## src/dummy_unused_marker.sv

```systemverilog
`timescale 1ns/1ps
`default_nettype none
`default_nettype wire

```

## src/i2c_cfg_pkg.sv

```systemverilog
// Operation
// - bit-count field bits 7..5: code 000 means 8 bits, else code bits
// - acknowledge mode 1 adds one acknowledge clock pulse after data bits
// - acknowledge mode 0 gives pulses equal to selected data bits
// - divider exponent is code plus four; code 111 reserved; rate formula
// - reading clock-select bit 0 returns soft reset monitor, 0 during reset
// - after reset written bit 0 holds 0, monitor reads 1
package i2c_cfg_pkg;

  // ==========================================================
  // register map (byte offsets are index times four)
  // ==========================================================
  localparam logic [11:0] CFG_INDEX      = 12'h240;
  localparam logic [11:0] EN_INDEX       = 12'h247;
  localparam logic [13:0] CFG_ADDR       = {CFG_INDEX, 2'b00};
  localparam logic [13:0] EN_ADDR        = {EN_INDEX, 2'b00};
  localparam int          ADDR_W         = 14;

  // ==========================================================
  // field positions and reset values
  // ==========================================================
  localparam int          EN_BIT         = 7;
  localparam int          BC_LSB         = 5;
  localparam int          ACK_BIT        = 4;
  localparam int          SEL_LSB        = 0;
  localparam logic [7:0]  EN_RESET       = 8'h00;
  localparam logic [2:0]  BC_RESET       = 3'h0;
  localparam logic [2:0]  SEL_RESET      = 3'h0;
  localparam logic [3:0]  EXP_BASE       = 4'h4;
  localparam logic [2:0]  SEL_RESERVED   = 3'h7;
  localparam logic [5:0]  DIV_OFFSET     = 6'h24; // the 36 term
  localparam logic [3:0]  FULL_BITS      = 4'h8;

  // decoded configuration handed to the rest of the unit
  typedef struct packed {
    logic       enable;
    logic [3:0] data_bits;
    logic [3:0] scl_pulses;
    logic [3:0] div_exp;
    logic       sel_valid;
  } xfer_cfg_t;

endpackage

```

## src/i2c_bus_ctrl_config_regs.sv

```systemverilog
// The implementer's own choice: register access over Wishbone.
`timescale 1ns/1ps
`default_nettype none
module i2c_bus_ctrl_config_regs (
  input  wire logic                              clk_i,
  input  wire logic                              rst_i,
  input  wire logic                              cyc_i,
  input  wire logic                              stb_i,
  input  wire logic                              we_i,
  input  wire logic [i2c_cfg_pkg::ADDR_W-1:0]    adr_i,
  input  wire logic [31:0]                       dat_i,
  input  wire logic [3:0]                        sel_i,
  input  wire logic                              soft_reset_busy_i,
  output logic      [31:0]                       dat_o,
  output logic                                   ack_o,
  output logic                                   scl_tick_o,
  output i2c_cfg_pkg::xfer_cfg_t                 cfg_o
);
  import i2c_cfg_pkg::*;

  // ==========================================================
  // overview
  // ==========================================================
  // two byte-wide registers sit on the low byte of the data bus:
  // the unit enable word and the transfer configuration word.
  // every field is decoded here into cfg_o, so the shift engine
  // elsewhere never has to look at raw register codes.
  // the divider turns the written select code into one tick per
  // half scl period; the shift engine toggles scl on that tick.
  // the soft reset monitor shares bit 0 of the config word: a
  // read shows the monitor, never the written select bit, so a
  // read-modify-write by software would copy the monitor back
  // into the select code. full writes are the only safe access.

  // ==========================================================
  // state
  // ==========================================================
  logic       en_reg, en_next;
  logic [2:0] bc_reg, bc_next;
  logic       ack_mode_reg, ack_mode_next;
  logic [2:0] sel_reg, sel_next;
  logic       ack_reg, ack_next;
  logic [31:0] rd_reg, rd_next;
  logic       mon_reg, mon_next;
  logic [10:0] div_reg, div_next;
  logic       tick_reg, tick_next;
  xfer_cfg_t  cfg_reg, cfg_next;
  logic       req, hit_cfg, hit_en;
  logic [10:0] div_limit;

  // maps an exponent code to a full scl half period minus one
  function automatic logic [10:0] period_of(input logic [2:0] code);
    logic [10:0] p;
    p = 11'h000;
    p = (11'h001 << (code + EXP_BASE)) + {5'h00, DIV_OFFSET} - 11'h001;
    return p;
  endfunction

  // true when the bus address selects the given register
  function automatic logic addr_is(input logic [ADDR_W-1:0] a,
                                   input logic [ADDR_W-1:0] r);
    return a == r;
  endfunction

  // ==========================================================
  // wishbone handshake
  // ==========================================================
  // one wait state: a request is taken while ack is low, ack
  // stands one cycle and drops even if stb is still held, so a
  // held strobe is taken again on the cycle after ack drops
  always_comb begin
    req      = cyc_i & stb_i & ~ack_reg;
    hit_cfg  = addr_is(adr_i, CFG_ADDR);
    hit_en   = addr_is(adr_i, EN_ADDR);
    ack_next = req;
  end

  always_ff @(posedge clk_i) begin
    if (rst_i) begin
      ack_reg <= 1'b0;
    end else begin
      ack_reg <= ack_next;
    end
  end

  // ==========================================================
  // unit enable register
  // ==========================================================
  // only the top bit has a flop; the low bits cannot be written
  always_comb begin
    en_next = en_reg;
    if (req && we_i && sel_i[0] && hit_en) begin
      en_next = dat_i[EN_BIT];
    end
  end

  always_ff @(posedge clk_i) begin
    if (rst_i) begin
      en_reg <= EN_RESET[EN_BIT];
    end else begin
      en_reg <= en_next;
    end
  end

  // ==========================================================
  // transfer configuration register
  // ==========================================================
  // a write takes on the edge the request is taken; bit 3 has no
  // storage and the low select bit is write-only
  always_comb begin
    bc_next       = bc_reg;
    ack_mode_next = ack_mode_reg;
    sel_next      = sel_reg;
    if (req && we_i && sel_i[0] && hit_cfg) begin
      bc_next       = dat_i[BC_LSB +: 3];
      ack_mode_next = dat_i[ACK_BIT];
      sel_next      = dat_i[SEL_LSB +: 3];
    end
  end

  always_ff @(posedge clk_i) begin
    if (rst_i) begin
      bc_reg       <= BC_RESET;
      ack_mode_reg <= 1'b0;
      sel_reg      <= SEL_RESET;
    end else begin
      bc_reg       <= bc_next;
      ack_mode_reg <= ack_mode_next;
      sel_reg      <= sel_next;
    end
  end

  // ==========================================================
  // soft reset monitor
  // ==========================================================
  // sampled every cycle; the one-cycle lag is harmless because a
  // soft reset lasts far longer than a bus read
  always_comb begin
    mon_next = ~soft_reset_busy_i;
  end

  always_ff @(posedge clk_i) begin
    if (rst_i) begin
      mon_reg <= 1'b1;
    end else begin
      mon_reg <= mon_next;
    end
  end

  // ==========================================================
  // read data
  // ==========================================================
  // read data is registered so it stands exactly with ack; it is
  // held between reads, which costs nothing and keeps dat_o calm
  always_comb begin
    rd_next = rd_reg;
    if (req && !we_i) begin
      rd_next = 32'h0000_0000; // unmapped reads give zero
      if (hit_en) begin
        rd_next[EN_BIT] = en_reg;
      end
      if (hit_cfg) begin
        rd_next[BC_LSB +: 3] = bc_reg;
        rd_next[ACK_BIT]     = ack_mode_reg;
        rd_next[2:1]         = sel_reg[2:1];
        rd_next[0]           = mon_reg;
      end
    end
  end

  always_ff @(posedge clk_i) begin
    if (rst_i) begin
      rd_reg <= 32'h0000_0000;
    end else begin
      rd_reg <= rd_next;
    end
  end

  // ==========================================================
  // decoded configuration and scl rate divider
  // ==========================================================
  // one tick per scl half period: fsys/2/(2^n+36) as a full period
  always_comb begin
    div_limit           = period_of(sel_reg);
    cfg_next.enable     = en_reg;
    cfg_next.data_bits  = (bc_reg == 3'h0) ? FULL_BITS
                                           : {1'b0, bc_reg};
    cfg_next.scl_pulses = cfg_next.data_bits
                          + {3'h0, ack_mode_reg};
    cfg_next.div_exp    = {1'b0, sel_reg} + EXP_BASE;
    cfg_next.sel_valid  = sel_reg != SEL_RESERVED;
    div_next            = div_reg;
    tick_next           = 1'b0;
    // a disabled unit or reserved code keeps the divider idle
    if (!en_reg || !cfg_next.sel_valid) begin
      div_next = 11'h000;
    end else if (div_reg >= div_limit) begin
      div_next  = 11'h000;
      tick_next = 1'b1;
    end else begin
      div_next = div_reg + 11'h001;
    end
  end

  always_ff @(posedge clk_i) begin
    if (rst_i) begin
      cfg_reg  <= '0;
      div_reg  <= 11'h000;
      tick_reg <= 1'b0;
    end else begin
      cfg_reg  <= cfg_next;
      div_reg  <= div_next;
      tick_reg <= tick_next;
    end
  end

  assign dat_o      = rd_reg;
  assign ack_o      = ack_reg;
  assign scl_tick_o = tick_reg;
  assign cfg_o      = cfg_reg;

endmodule
`default_nettype wire

```

## config.mk

```make
export PLATFORM = sky130hd
export DESIGN_NAME = i2c_bus_ctrl_config_regs
export DESIGN_NICKNAME = d
export VERILOG_FILES = /design/src/dummy_unused_marker.sv /design/src/i2c_cfg_pkg.sv /design/src/i2c_bus_ctrl_config_regs.sv
export SDC_FILE = /design/constraint.sdc
export NUM_CORES = 1
export LEC_CHECK = 0
export ABC_AREA = 1
export BUFFER_PORTS_ARGS = -buffer_cell sky130_fd_sc_hd__buf_2
export CORE_MARGIN = 8
export CORE_UTILIZATION = 37
export DETAILED_ROUTE_END_ITERATION = 10
export PLACE_DENSITY = 0.77
export REMOVE_ABC_BUFFERS = 1
export SETUP_SLACK_MARGIN = 0.2
export SLEW_MARGIN = 20
export SYNTH_ARGS = -nofsm -noshare
export SYNTH_HDL_FRONTEND = slang
export SYNTH_SLANG_ARGS = --single-unit
```

## constraint.sdc

```tcl
create_clock -name clk_i -period 2.9 [get_ports clk_i]
set_clock_uncertainty 0.2 [all_clocks]
set_input_delay 0.29 -clock clk_i [delete_from_list [all_inputs] [get_ports clk_i]]
set_output_delay 0.29 -clock clk_i [all_outputs]
set_load 0.05 [all_outputs]
```

==> results of run 1 <==
==> tightest hold or removal path, stage by stage <==
cell    delay [ps]
buf_2           70
nor2_1          30
nor2_1          80
==> how the worst min path moves through the flow <==
stage	startpoint	end	slack (ps)	cells past startpoint
2_1_floorplan	rst_i	cfg_o[3]	160	1
3_3_place_gp	mon_reg	dat_o[0]	230	2
3_5_place_dp	mon_reg	dat_o[0]	240	2
4_1_cts	dat_i[6]	bc_reg[1]	10	3
5_1_grt	dat_i[2]	sel_reg[2]	30	3
6_report	dat_i[4]	ack_mode_reg	10	3
==> cell families (layout without fill, tap and decap cells) <==
logic type / Yosys count / count (layout) / synth area share [%]
adder cells (fa/ha/maj): 13 / 13 / 7.308
XOR/XNOR: 10 / 10 / 3.935
AND/OR/NAND/NOR: 150 / 150 / 28.50
flip-flops: 43 / 43 / 38.67
buffers and inverters: 70 / 96 / 16.81
other: 2 / 27 / 0.3374
AO/OA/AOI/OAI: 17 / 17 / 4.441
==> stage by stage <==
step / worst slack [ps] / cell area (sq um) / utilization, %
6_report: 526.1 / 2579 / 43.81
5_1_grt: 233.2 / 2579 / 43.81
4_1_cts: 311.9 / 2575 / 43.75
3_5_place_dp: 391.5 / 2432 / 41.33
3_3_place_gp: 489.5 / 2432 / 41.33
2_1_floorplan: 768.4 / 2081 / -
==> cells in the final DEF (no fill, tap or decap), drive strengths merged <==
master | Yosys | routed
nor2 | 66 | 66
nand2 | 62 | 62
buf | 29 | 51
dfxtp | 43 | 43
inv | 36 | 36
conb | 2 | 27
nand3 | 14 | 14
ha | 13 | 13
a21oi | 8 | 8
o21ai | 6 | 6
clkbuf | 5 | 6
xnor2 | 5 | 5
xor2 | 5 | 5
nor3 | 5 | 5
bufinv | 0 | 2
nand3b | 2 | 2
a21o | 1 | 1
a31oi | 1 | 1
nor4 | 1 | 1
a31o | 1 | 1
dlygate4sd3 | 0 | 1
==> final cells by class <==
cell class,instances,share of cell area [%]
Sequential cell,43,33.43
Timing Repair Buffer,52,10.38
Inverter,36,5.240
Clock buffer,6,2.814
Tap cell,75,3.639
Clock inverter,2,2.329
Multi-Input combinational cell,217,42.16
==> power by group through the flow <==
stage	clock network, uW	registers [uW]	logic (uW)
after floorplan	0	645	91.2
final	543	602	159
after CTS	552	602	159
after detailed placement	0	616	157
after global routing	572	603	168
after global placement	0	616	156
==> repair_timing <==
action	CTS	global route
resized for setup	0	2
setup endpoints to repair	0	11
hold buffers	1	0
endpoints found under the hold margin	1	0
==> metal layers <==
metal | part of all wire, % | routed length (um) | global-route usage (%) | vias to the layer above
met3 | 8.9 | 435 | 3.766 | 10
met2 | 46 | 2241 | 18.63 | 66
li1 | - | - | - | 975
met1 | 43 | 2074 | 12.38 | 821
met5 | 0 | 0 | 0 | -
met4 | 2.5 | 121 | 5.812 | 0
==> cell usage after synthesis, drive strengths merged <==
| library cell | count | share of area (%) |
|---|---|---|
| nor2 | 66 | 12 |
| nor3 | 5 | 1.3 |
| nand2 | 62 | 11 |
| ha | 13 | 7.3 |
| a31oi | 1 | 0.56 |
| nand3 | 14 | 3.4 |
| a21oi | 8 | 1.8 |
| clkbuf | 5 | 0.84 |
| nor4 | 1 | 0.28 |
| a21o | 1 | 0.34 |
| xor2 | 5 | 2.0 |
| a31o | 1 | 0.39 |
| buf | 29 | 9.9 |
| xnor2 | 5 | 2.0 |
| conb | 2 | 0.34 |
| o21ai | 6 | 1.3 |
| nand3b | 2 | 1.2 |
| dfxtp | 43 | 39 |
| inv | 36 | 6.1 |
==> results.ini, run 1 <==
[worst_setup_path]
cp_max_fo = 11
path_depth = 14
regToRegEndpoint = div_reg[3]
critical_path.n_buffers_inverters = 3
critical_path.reg2reg.startpoint = sel_reg[0]
cp_data_required_time_ps = 2930
crit_path_start = sel_reg[0]
crit_path_to = div_reg[3]
cp_arrival_ps = 2410
reg2reg_slack_ps = 530
critical_path_launch_point_type = flop
rr_worst_depth = 14
type_of_element_capturing_the_critical_path = flop
cell_seen_most_often_among_critical_path_stages = nand2_1
critical-path-slowest-cell = dfxtp_1
worstPathCellList = inv_1 > nor3_1 > ha_1 > inv_1 > ha_1 > nand2_1 > inv_1 > nand2_1 > nand2_1 > nand2_1 > nand2_1 > nor2_2 > nand2_2 > nor2_1
crit_family = simple AND/OR/NAND/NOR gates
worst-setup-path-type = flop to flop
crit_path_max_incr_delay_ps = 420

[floorplan]
ioPinCount = 104
placementRows = 28
core-area_sq_um = 5886
die_width_um = 93.56
die_y_um = 93.56
floorplan.die_area_sq_um = 8753
initial_core_utilization_pct = 37.82

[power_and_ir_drop]
p_leak_uw = 0.001338
p_sw_share_pct = 25.51
peakVddDrop_mv = 0.2362
p_int_uw = 971.4
post-layout-total-power_uw = 1304
cellPowerDensity_nw_per_um2 = 505.7
seq_power_share_pct = 46.2
clockPowerShare_pct = 41.6
switching_power_total_uw = 332.7
power.share.combinational_pct = 12.2

[timing]
setup_total_negative_slack_ps = 0
hold_ws_ps = 12.30
maximum_clock_frequency_mhz = 421.2
final_min_period_over_clock_period_pct = 81.86
final_max_slew_viol_count = 0
timing.final.hold_violations = 0
worst_pin_slew_ps = 842.4
slew_headroom_pct = 43.63
timing.final.crit_period_ps = 2374
setup_repair_after_global_routing_missed_its_margin = no
setup_viol = 0

[layout]
insertedDiodeCount = 0
largest_register_ff_count = 14
layout.filler_cells = 603
share_of_layout_cells_above_drive_strength_1_pct = 19.66
multi_input_comb_area_sq_um = 1087
num-nets-final = 424
seq_area_sq_um = 862.1
areaGrowthSynthToFinish_pct = 15.85
finish.cell_count_without_fillers = 431

[cts]
htree_levels = 2
clock_sinks = 43
cts_setup_buffers = 0
clkLatencyLatePin_ps = 300
clk_root_buffer_cell = clkbuf_8
cts-buffers-inserted = 5
worst_setup_hold_path_clk_slew_ps = 80
cts_tree = done
clock_path_buffers = 2

[global_route]
grt_usage_pct = 11.18
global_route.overflow_total = 0
number_of_global_route_vias_before_repair = 1856
grt_pass1_wl_mm = 7.955
number_of_antenna_violations_at_the_first_check_in_global_routing = 0
grt_max_degree = 17

[flow_run]
max_cap_viol_count = 0

[min_path]
worstHoldPathType = input port to flop

[routing]
drt_first_pass_iters = 4
num_vias = 1872
route.detailed.vias_per_inst = 4.343
drt-wirelength-per-cell_um = 11.31
route.detailed.drc = 0
ant_nets = 0
detail_route.wirelength_mm = 4.874
drtIter0Drc = 96

[placed_design]
place_inst = 422
hpwl_mm = 3.755
gpl.final_weighted_congestion = 0.8030
io_buffers = 50

[status]
status = completed

[synthesis]
synth.yosys.seq_area_share_pct = 38.67
yosys.cell_types.count = 28
synthCells = 305
number_of_synthesis_warnings = 0
syn-mean-instance-area_sq_um = 7.298
ys_seq_elements = 43
syn_area_sq_um = 2226

Note: power is estimated with default switching activity, not from simulation.
==> inputs of run 2 (changes only) <==
PLACE_DENSITY = 0.79   (was 0.77)
clock period = 2 ns   (was 2.9 ns; I/O delays follow)
==> run 2 against run 1 <==
Against the previous run:
- the run now ends with negative setup slack left
- flip-flop and latch count stayed put
- register-to-register slack lost 710 ps
- clock-buffer cell count did not move
- critical endpoint is now div_reg[5]
- highest routed layer unchanged
==> results.ini, run 2 (synthesis results as in run 1) <==
[routing]
route.detailed.vias_per_inst = 4.532  ; +4.3%
route.detailed.drc = 0  ; unchanged
drtIter0Drc = 85  ; -11%
num_vias = 2053  ; +9.7%
detail_route.wirelength_mm = 5.924  ; +22%
drt-wirelength-per-cell_um = 13.08  ; +16%
ant_nets = 0  ; unchanged
drt_first_pass_iters = 4  ; unchanged

[cts]
clock_path_buffers = 2  ; unchanged
cts_tree = done
worst_setup_hold_path_clk_slew_ps = 80  ; about the same
clock_sinks = 43  ; unchanged
htree_levels = 2  ; unchanged
cts-buffers-inserted = 5  ; unchanged
clk_root_buffer_cell = clkbuf_8
clkLatencyLatePin_ps = 310  ; about the same

[power_and_ir_drop]
cellPowerDensity_nw_per_um2 = 623.5  ; +23%
p_leak_uw = 0.001449  ; +8.3%
peakVddDrop_mv = 0.3643  ; +54%
post-layout-total-power_uw = 1824  ; +40%

[timing]
final_min_period_over_clock_period_pct = 109.2  ; +27 points
setup_viol = 12  ; +12
timing.final.crit_period_ps = 2183  ; -190.9 ps
worst_pin_slew_ps = 523.7  ; -318.7 ps
slew_headroom_pct = 64.90  ; +21 points
maximum_clock_frequency_mhz = 458.1  ; +8.7%
hold_ws_ps = 52.01  ; +39.71 ps
timing.final.hold_violations = 0  ; unchanged
setup_repair_after_global_routing_missed_its_margin = yes
setup_slack_ps = -183.0  ; -709.1 ps
final_max_slew_viol_count = 0  ; unchanged

[global_route]
number_of_antenna_violations_at_the_first_check_in_global_routing = 0  ; unchanged
number_of_global_route_vias_before_repair = 2037  ; +9.8%
grt_usage_pct = 12.80  ; +1.6 points
global_route.overflow_total = 0  ; unchanged
grt_max_degree = 17  ; unchanged
grt_pass1_wl_mm = 8.976  ; +13%

[layout]
largest_register_ff_count = 14  ; unchanged
insertedDiodeCount = 0  ; unchanged
num-nets-final = 446  ; +5.2%
final_cell_mix = nand2_1, nor2_1, buf_2
areaGrowthSynthToFinish_pct = 31.42
layout.filler_cells = 552  ; -8.5%
share_of_layout_cells_above_drive_strength_1_pct = 29.37  ; +9.7 points

[floorplan]
die_width_um = 93.56  ; unchanged
placementRows = 28  ; unchanged
die_y_um = 93.56  ; unchanged
ioPinCount = 104  ; unchanged
core-area_sq_um = 5886  ; unchanged
initial_core_utilization_pct = 37.82  ; unchanged
floorplan.die_area_sq_um = 8753  ; unchanged

[flow_run]
max_cap_viol_count = 0  ; unchanged

[worst_setup_path]
rr_worst_depth = 12  ; -2
cp_arrival_ps = 2230  ; -180 ps
critical_path_launch_point_type = flop
cp_data_required_time_ps = 2050  ; -880 ps
cp_max_fo = 6  ; -5
type_of_element_capturing_the_critical_path = flop
worst-setup-path-type = flop to flop

[status]
violations = negative setup slack
status = complete, but fails checks

[placed_design]
gpl.final_weighted_congestion = 0.7981  ; -0.61%
hpwl_mm = 3.914  ; +4.3%
io_buffers = 50  ; unchanged
detailedPlace.worstSlack_ps = -240.0  ; -631.6 ps

[min_path]
worstHoldPathType = input port to flop
worst_hold_stages = 2  ; -1

-- run 2: changes by cell type in the layout (fill, tap and decap cells not counted), moves of 3 or more --
cell / delta
dfxtp_4: +3
nor2_1: -8
nand2_2: +4
nor2_2: +3
buf_4: +7
nor3_1: -3
nand2_1: -5
nor2_4: +5
dlygate4sd3_1: +9
inv_1: -4
buf_6: +6
inv_2: +3
-- run 2: cell type report --
| class | instances | area [sq um] | area share [%] |
|---|---|---|---|
| clock inverter | 2 | 35.03 | 1.198 |
| multi-input combinational | 217 | 1226 | 41.92 |
| sequential | 43 | 872.1 | 29.81 |
| tap | 75 | 93.84 | 3.208 |
| inverter | 36 | 137.6 | 4.705 |
| clock buffer | 6 | 82.58 | 2.823 |
| timing repair buffer | 74 | 478.0 | 16.34 |
-- run 2: critical path, cell delays in order (launching register included) --
cell and delay [ps]:
dfxtp_4 380, nor3_4 240, ha_4 180, xnor2_2 70, ha_1 330, nand2_2 100, nor2_4 50, nand3_2 50
nand2_1 50, nor2_2 130, nand2_2 90, buf_6 150, nor2_4 90
-- run 2: routing by layer --
metal,GRT usage (%),wire length [um],up-vias
li1,-,-,1022
met1,12.81,2199,926
met2,22.50,2940,79
met3,4.006,510,26
met4,8.322,274,0
met5,0,0,-
-- run 2: stage by stage --
stage	cells	instance area, sq um	TNS [ps]	utilization [%]
after floorplan	296	2081	-1448	-
after global placement	430	2492	-1386	42.35
after detailed placement	430	2492	-2551	42.35
after CTS	453	2823	-1008	47.96
after global routing	453	2925	-2795	49.70
final	453	2925	-1836	49.70
-- run 2: path summary, 6_finish.rpt --
path,start,end,slack (ps)
setup / recovery,sel_reg[2],div_reg[5],-180
hold reg to reg,mon_reg,dat_o[0],260
setup reg to reg,sel_reg[2],div_reg[5],-180
hold / removal,rst_i,cfg_o[3],50
-- run 2: repair_timing --
| item | CTS | global route |
|---|---|---|
| endpoints found under the hold margin | 9 | 0 |
| pin swaps | 7 | 4 |
| endpoints found under the setup margin | 12 | 14 |
| gates resized for setup | 26 | 24 |
| setup buffers | 4 | 0 |
| hold buffers | 10 | 0 |
| gates cloned | 1 | 0 |
-- run 2: where the power goes --
part | internal [uW] | switching (uW)
logic | 54.1 | 195
registers | 864 | 5.01
clock network | 404 | 302
==> inputs of run 3 (changes only) <==
ABC_AREA = default   (was 1)
==> run 3 against run 2 <==
Against the previous run:
- the flow still finishes with violations (negative setup slack)
- area after synthesis is 1.0% higher
- register-to-register slack got worse by 280 ps
- clock-buffer cell count did not move
- wire length fell by 3.0%
- hold slack worse by 41 ps
- first-iteration DRC count increased by 91%
- power increased by 2.0%
- utilization decreased by 2.1 points
- critical endpoint is now div_reg[1]
- largest cell class unchanged
- largest power group unchanged
- highest routed layer unchanged
==> results.ini, run 3 <==
[power_and_ir_drop]
cellPowerDensity_nw_per_um2 = 664.0  ; +6.5%
post-layout-total-power_uw = 1861  ; +2.0%
p_leak_uw = 0.001246  ; -14%
peakVddDrop_mv = 0.3703  ; +1.6%

[min_path]
worstHoldPathType = input port to flop

[worst_setup_path]
critical_path.n_buffers_inverters = 3  ; +2
reg2reg_slack_ps = -460  ; -280 ps
type_of_element_capturing_the_critical_path = flop
worstPathCellList = nor2_4 > and2_4 > ha_4 > inv_2 > ha_4 > and3_4 > buf_6 > o211ai_2 > a311oi_2 > buf_4 > nor3b_2
cp_max_fo = 6  ; unchanged
cell_seen_most_often_among_critical_path_stages = ha_4
worst-setup-path-type = flop to flop
cp_data_required_time_ps = 1990  ; -60 ps
critical-path-slowest-cell = dfxtp_2
crit_family = adder cells
cp_arrival_ps = 2450  ; +220 ps
critical_path_launch_point_type = flop
crit_path_max_incr_delay_ps = 390  ; about the same

[synthesis]
yosys.cell_types.count = 50  ; +79%
yosys_most_used_dff = dfxtp_1
number_of_synthesis_warnings = 0  ; unchanged
synth.yosys.seq_area_share_pct = 38.29  ; -0.39 points
ys_seq_elements = 43  ; unchanged
ys_async_sr_fraction_pct = 0  ; unchanged
synth_edf_count = 0  ; unchanged
synth.top_cell.area_share_pct = 38.29  ; -0.39 points
yosys-top-cells-count = dfxtp_1, buf_4, ha_1, nor2_1, nor2b_1
synthCells = 225  ; -26%
leading_area_contributor_after_synthesis = dfxtp_1
post-synth-top-count-cell = dfxtp_1
syn-mean-instance-area_sq_um = 9.993  ; +37%
syn_area_sq_um = 2248  ; +1.0%
synth.top_cells.by_area = dfxtp_1, buf_4, ha_1, nor3_2, xnor2_1

[timing]
final_min_period_over_clock_period_pct = 123.1  ; +14 points
final_max_slew_viol_count = 0  ; unchanged
maximum_clock_frequency_mhz = 406.0  ; -11%
timing.final.crit_period_ps = 2463  ; +280.0 ps
timing.final.hold_violations = 0  ; unchanged
setup_repair_after_global_routing_missed_its_margin = yes
setup_total_negative_slack_ps = -5277  ; -3441 ps
setup_viol = 12  ; unchanged
setup_slack_ps = -463.0  ; -280.0 ps

[cts]
htree_levels = 2  ; unchanged
clock_sinks = 43  ; unchanged
cts_tree = done
cts-buffers-inserted = 5  ; unchanged
clkLatencyLatePin_ps = 290  ; -20 ps
clk_root_buffer_cell = clkbuf_8
worst_setup_hold_path_clk_slew_ps = 80  ; about the same
clock_path_buffers = 2  ; unchanged

[placed_design]
gpl.final_weighted_congestion = 0.8080  ; +1.2%
io_buffers = 50  ; unchanged
hpwl_mm = 4.279  ; +9.3%
place_inst = 355  ; -17%

[routing]
drt-wirelength-per-cell_um = 15.70  ; +20%
ant_nets = 0  ; unchanged
num_vias = 1788  ; -13%
drt_first_pass_iters = 4  ; unchanged
route.detailed.drc = 0  ; unchanged
route.detailed.vias_per_inst = 4.885  ; +7.8%
detail_route.wirelength_mm = 5.748  ; -3.0%
drtIter0Drc = 162  ; +91%

[floorplan]
core-area_sq_um = 5886  ; unchanged
die_y_um = 93.96  ; +0.42%
die_width_um = 93.96  ; +0.42%
floorplan.die_area_sq_um = 8828  ; +0.85%
placementRows = 28  ; unchanged
initial_core_utilization_pct = 38.20  ; +0.38 points
ioPinCount = 104  ; unchanged

[status]
violations = negative setup slack
status = complete, but fails checks

[global_route]
grt_max_degree = 29  ; +12
grt_usage_pct = 12.50  ; -0.31 points
global_route.overflow_total = 0  ; unchanged
number_of_antenna_violations_at_the_first_check_in_global_routing = 0  ; unchanged
number_of_global_route_vias_before_repair = 1781  ; -13%
grt_pass1_wl_mm = 8.714  ; -2.9%

[layout]
num-nets-final = 359  ; -20%
final_core_util_pct = 47.62  ; -2.1 points
largest_register_ff_count = 14  ; unchanged
insertedDiodeCount = 0  ; unchanged
areaGrowthSynthToFinish_pct = 24.65
final_common_cell = buf_2
final_cell_mix = buf_2, dfxtp_1, conb_1
finish.cell_count_without_fillers = 366  ; -19%
share_of_layout_cells_above_drive_strength_1_pct = 38.14  ; +8.8 points

[flow_run]
max_cap_viol_count = 0  ; unchanged

## run 3: cell types whose count changed after synthesis, moves of 6 or more
cell / before / now
nand2_1: 61 / 6
nor2_1: 63 / 13
inv_1: 35 / 4
nor2b_1: 0 / 11
nor3_2: 1 / 10
a32oi_1: 0 / 6
## run 3: cell type report
type                            count  area (sq um)
Sequential cell                    43         867.1
Inverter                            4         15.01
Clock buffer                        6         72.57
Timing Repair Buffer               70         412.9
Tap cell                           75         93.84
Fill cell                         553          3083
Clock inverter                      2         60.06
Multi-Input combinational cell    166          1281
## run 3: worst min-delay path: stages
cell,delay [ps]
buf_2,80
nand2b_1,80
o21ai_1,110
## run 3: worst paths after layout
check	startpoint	to	cells past startpoint
max	sel_reg[1]	div_reg[1]	11
max reg2reg	sel_reg[1]	div_reg[1]	11
min	dat_i[7]	bc_reg[2]	3
min reg2reg	dat_o[7]	dat_o[7]	2
## run 3: cells by family after synthesis
family	synth area share [%]
compound gates	10.35
xor+xnor	4.285
fa+ha+maj	7.234
buf+inv	11.91
flops	38.29
mux	0.6676
other cells	0.3340
simple gates	26.93
## run 3: repair_timing
action / 4_1_cts / 5_1_grt
hold buffers: 2 / 0
hold endpoints to repair: 2 / 0
cloned: 0 / 0
resized for setup: 10 / 7
pin swaps: 12 / 5
setup buffers: 1 / 0
endpoints found under the setup margin: 12 / 12
## run 3: through the flow
stage	area [sq um]	worst slack (ps)	hold slack, ps
6_report	2803	-463.0	11.05
5_1_grt	2803	-495.7	21.98
4_1_cts	2759	-461.9	6.984
3_5_place_dp	2561	-505.4	177.5
3_3_place_gp	2561	-396.5	174.5
2_1_floorplan	2090	-837.5	66.69
## run 3: routing by layer
layer | GRT usage (%) | vias up | part of all wire (%)
met3 | 4.476 | 13 | 8.6
li1 | - | 873 | -
met1 | 14.47 | 831 | 42
met4 | 6.737 | 0 | 2.9
met5 | 0 | - | 0
met2 | 19.66 | 71 | 46
## run 3: where the power goes
part / internal (uW) / total [uW] / leakage (uW) / switching, uW
Clock: 499 / 792 / 0.0000654 / 293
Sequential: 860 / 861 / 0.000350 / 1.47
Combinational: 40.8 / 208 / 0.000831 / 167
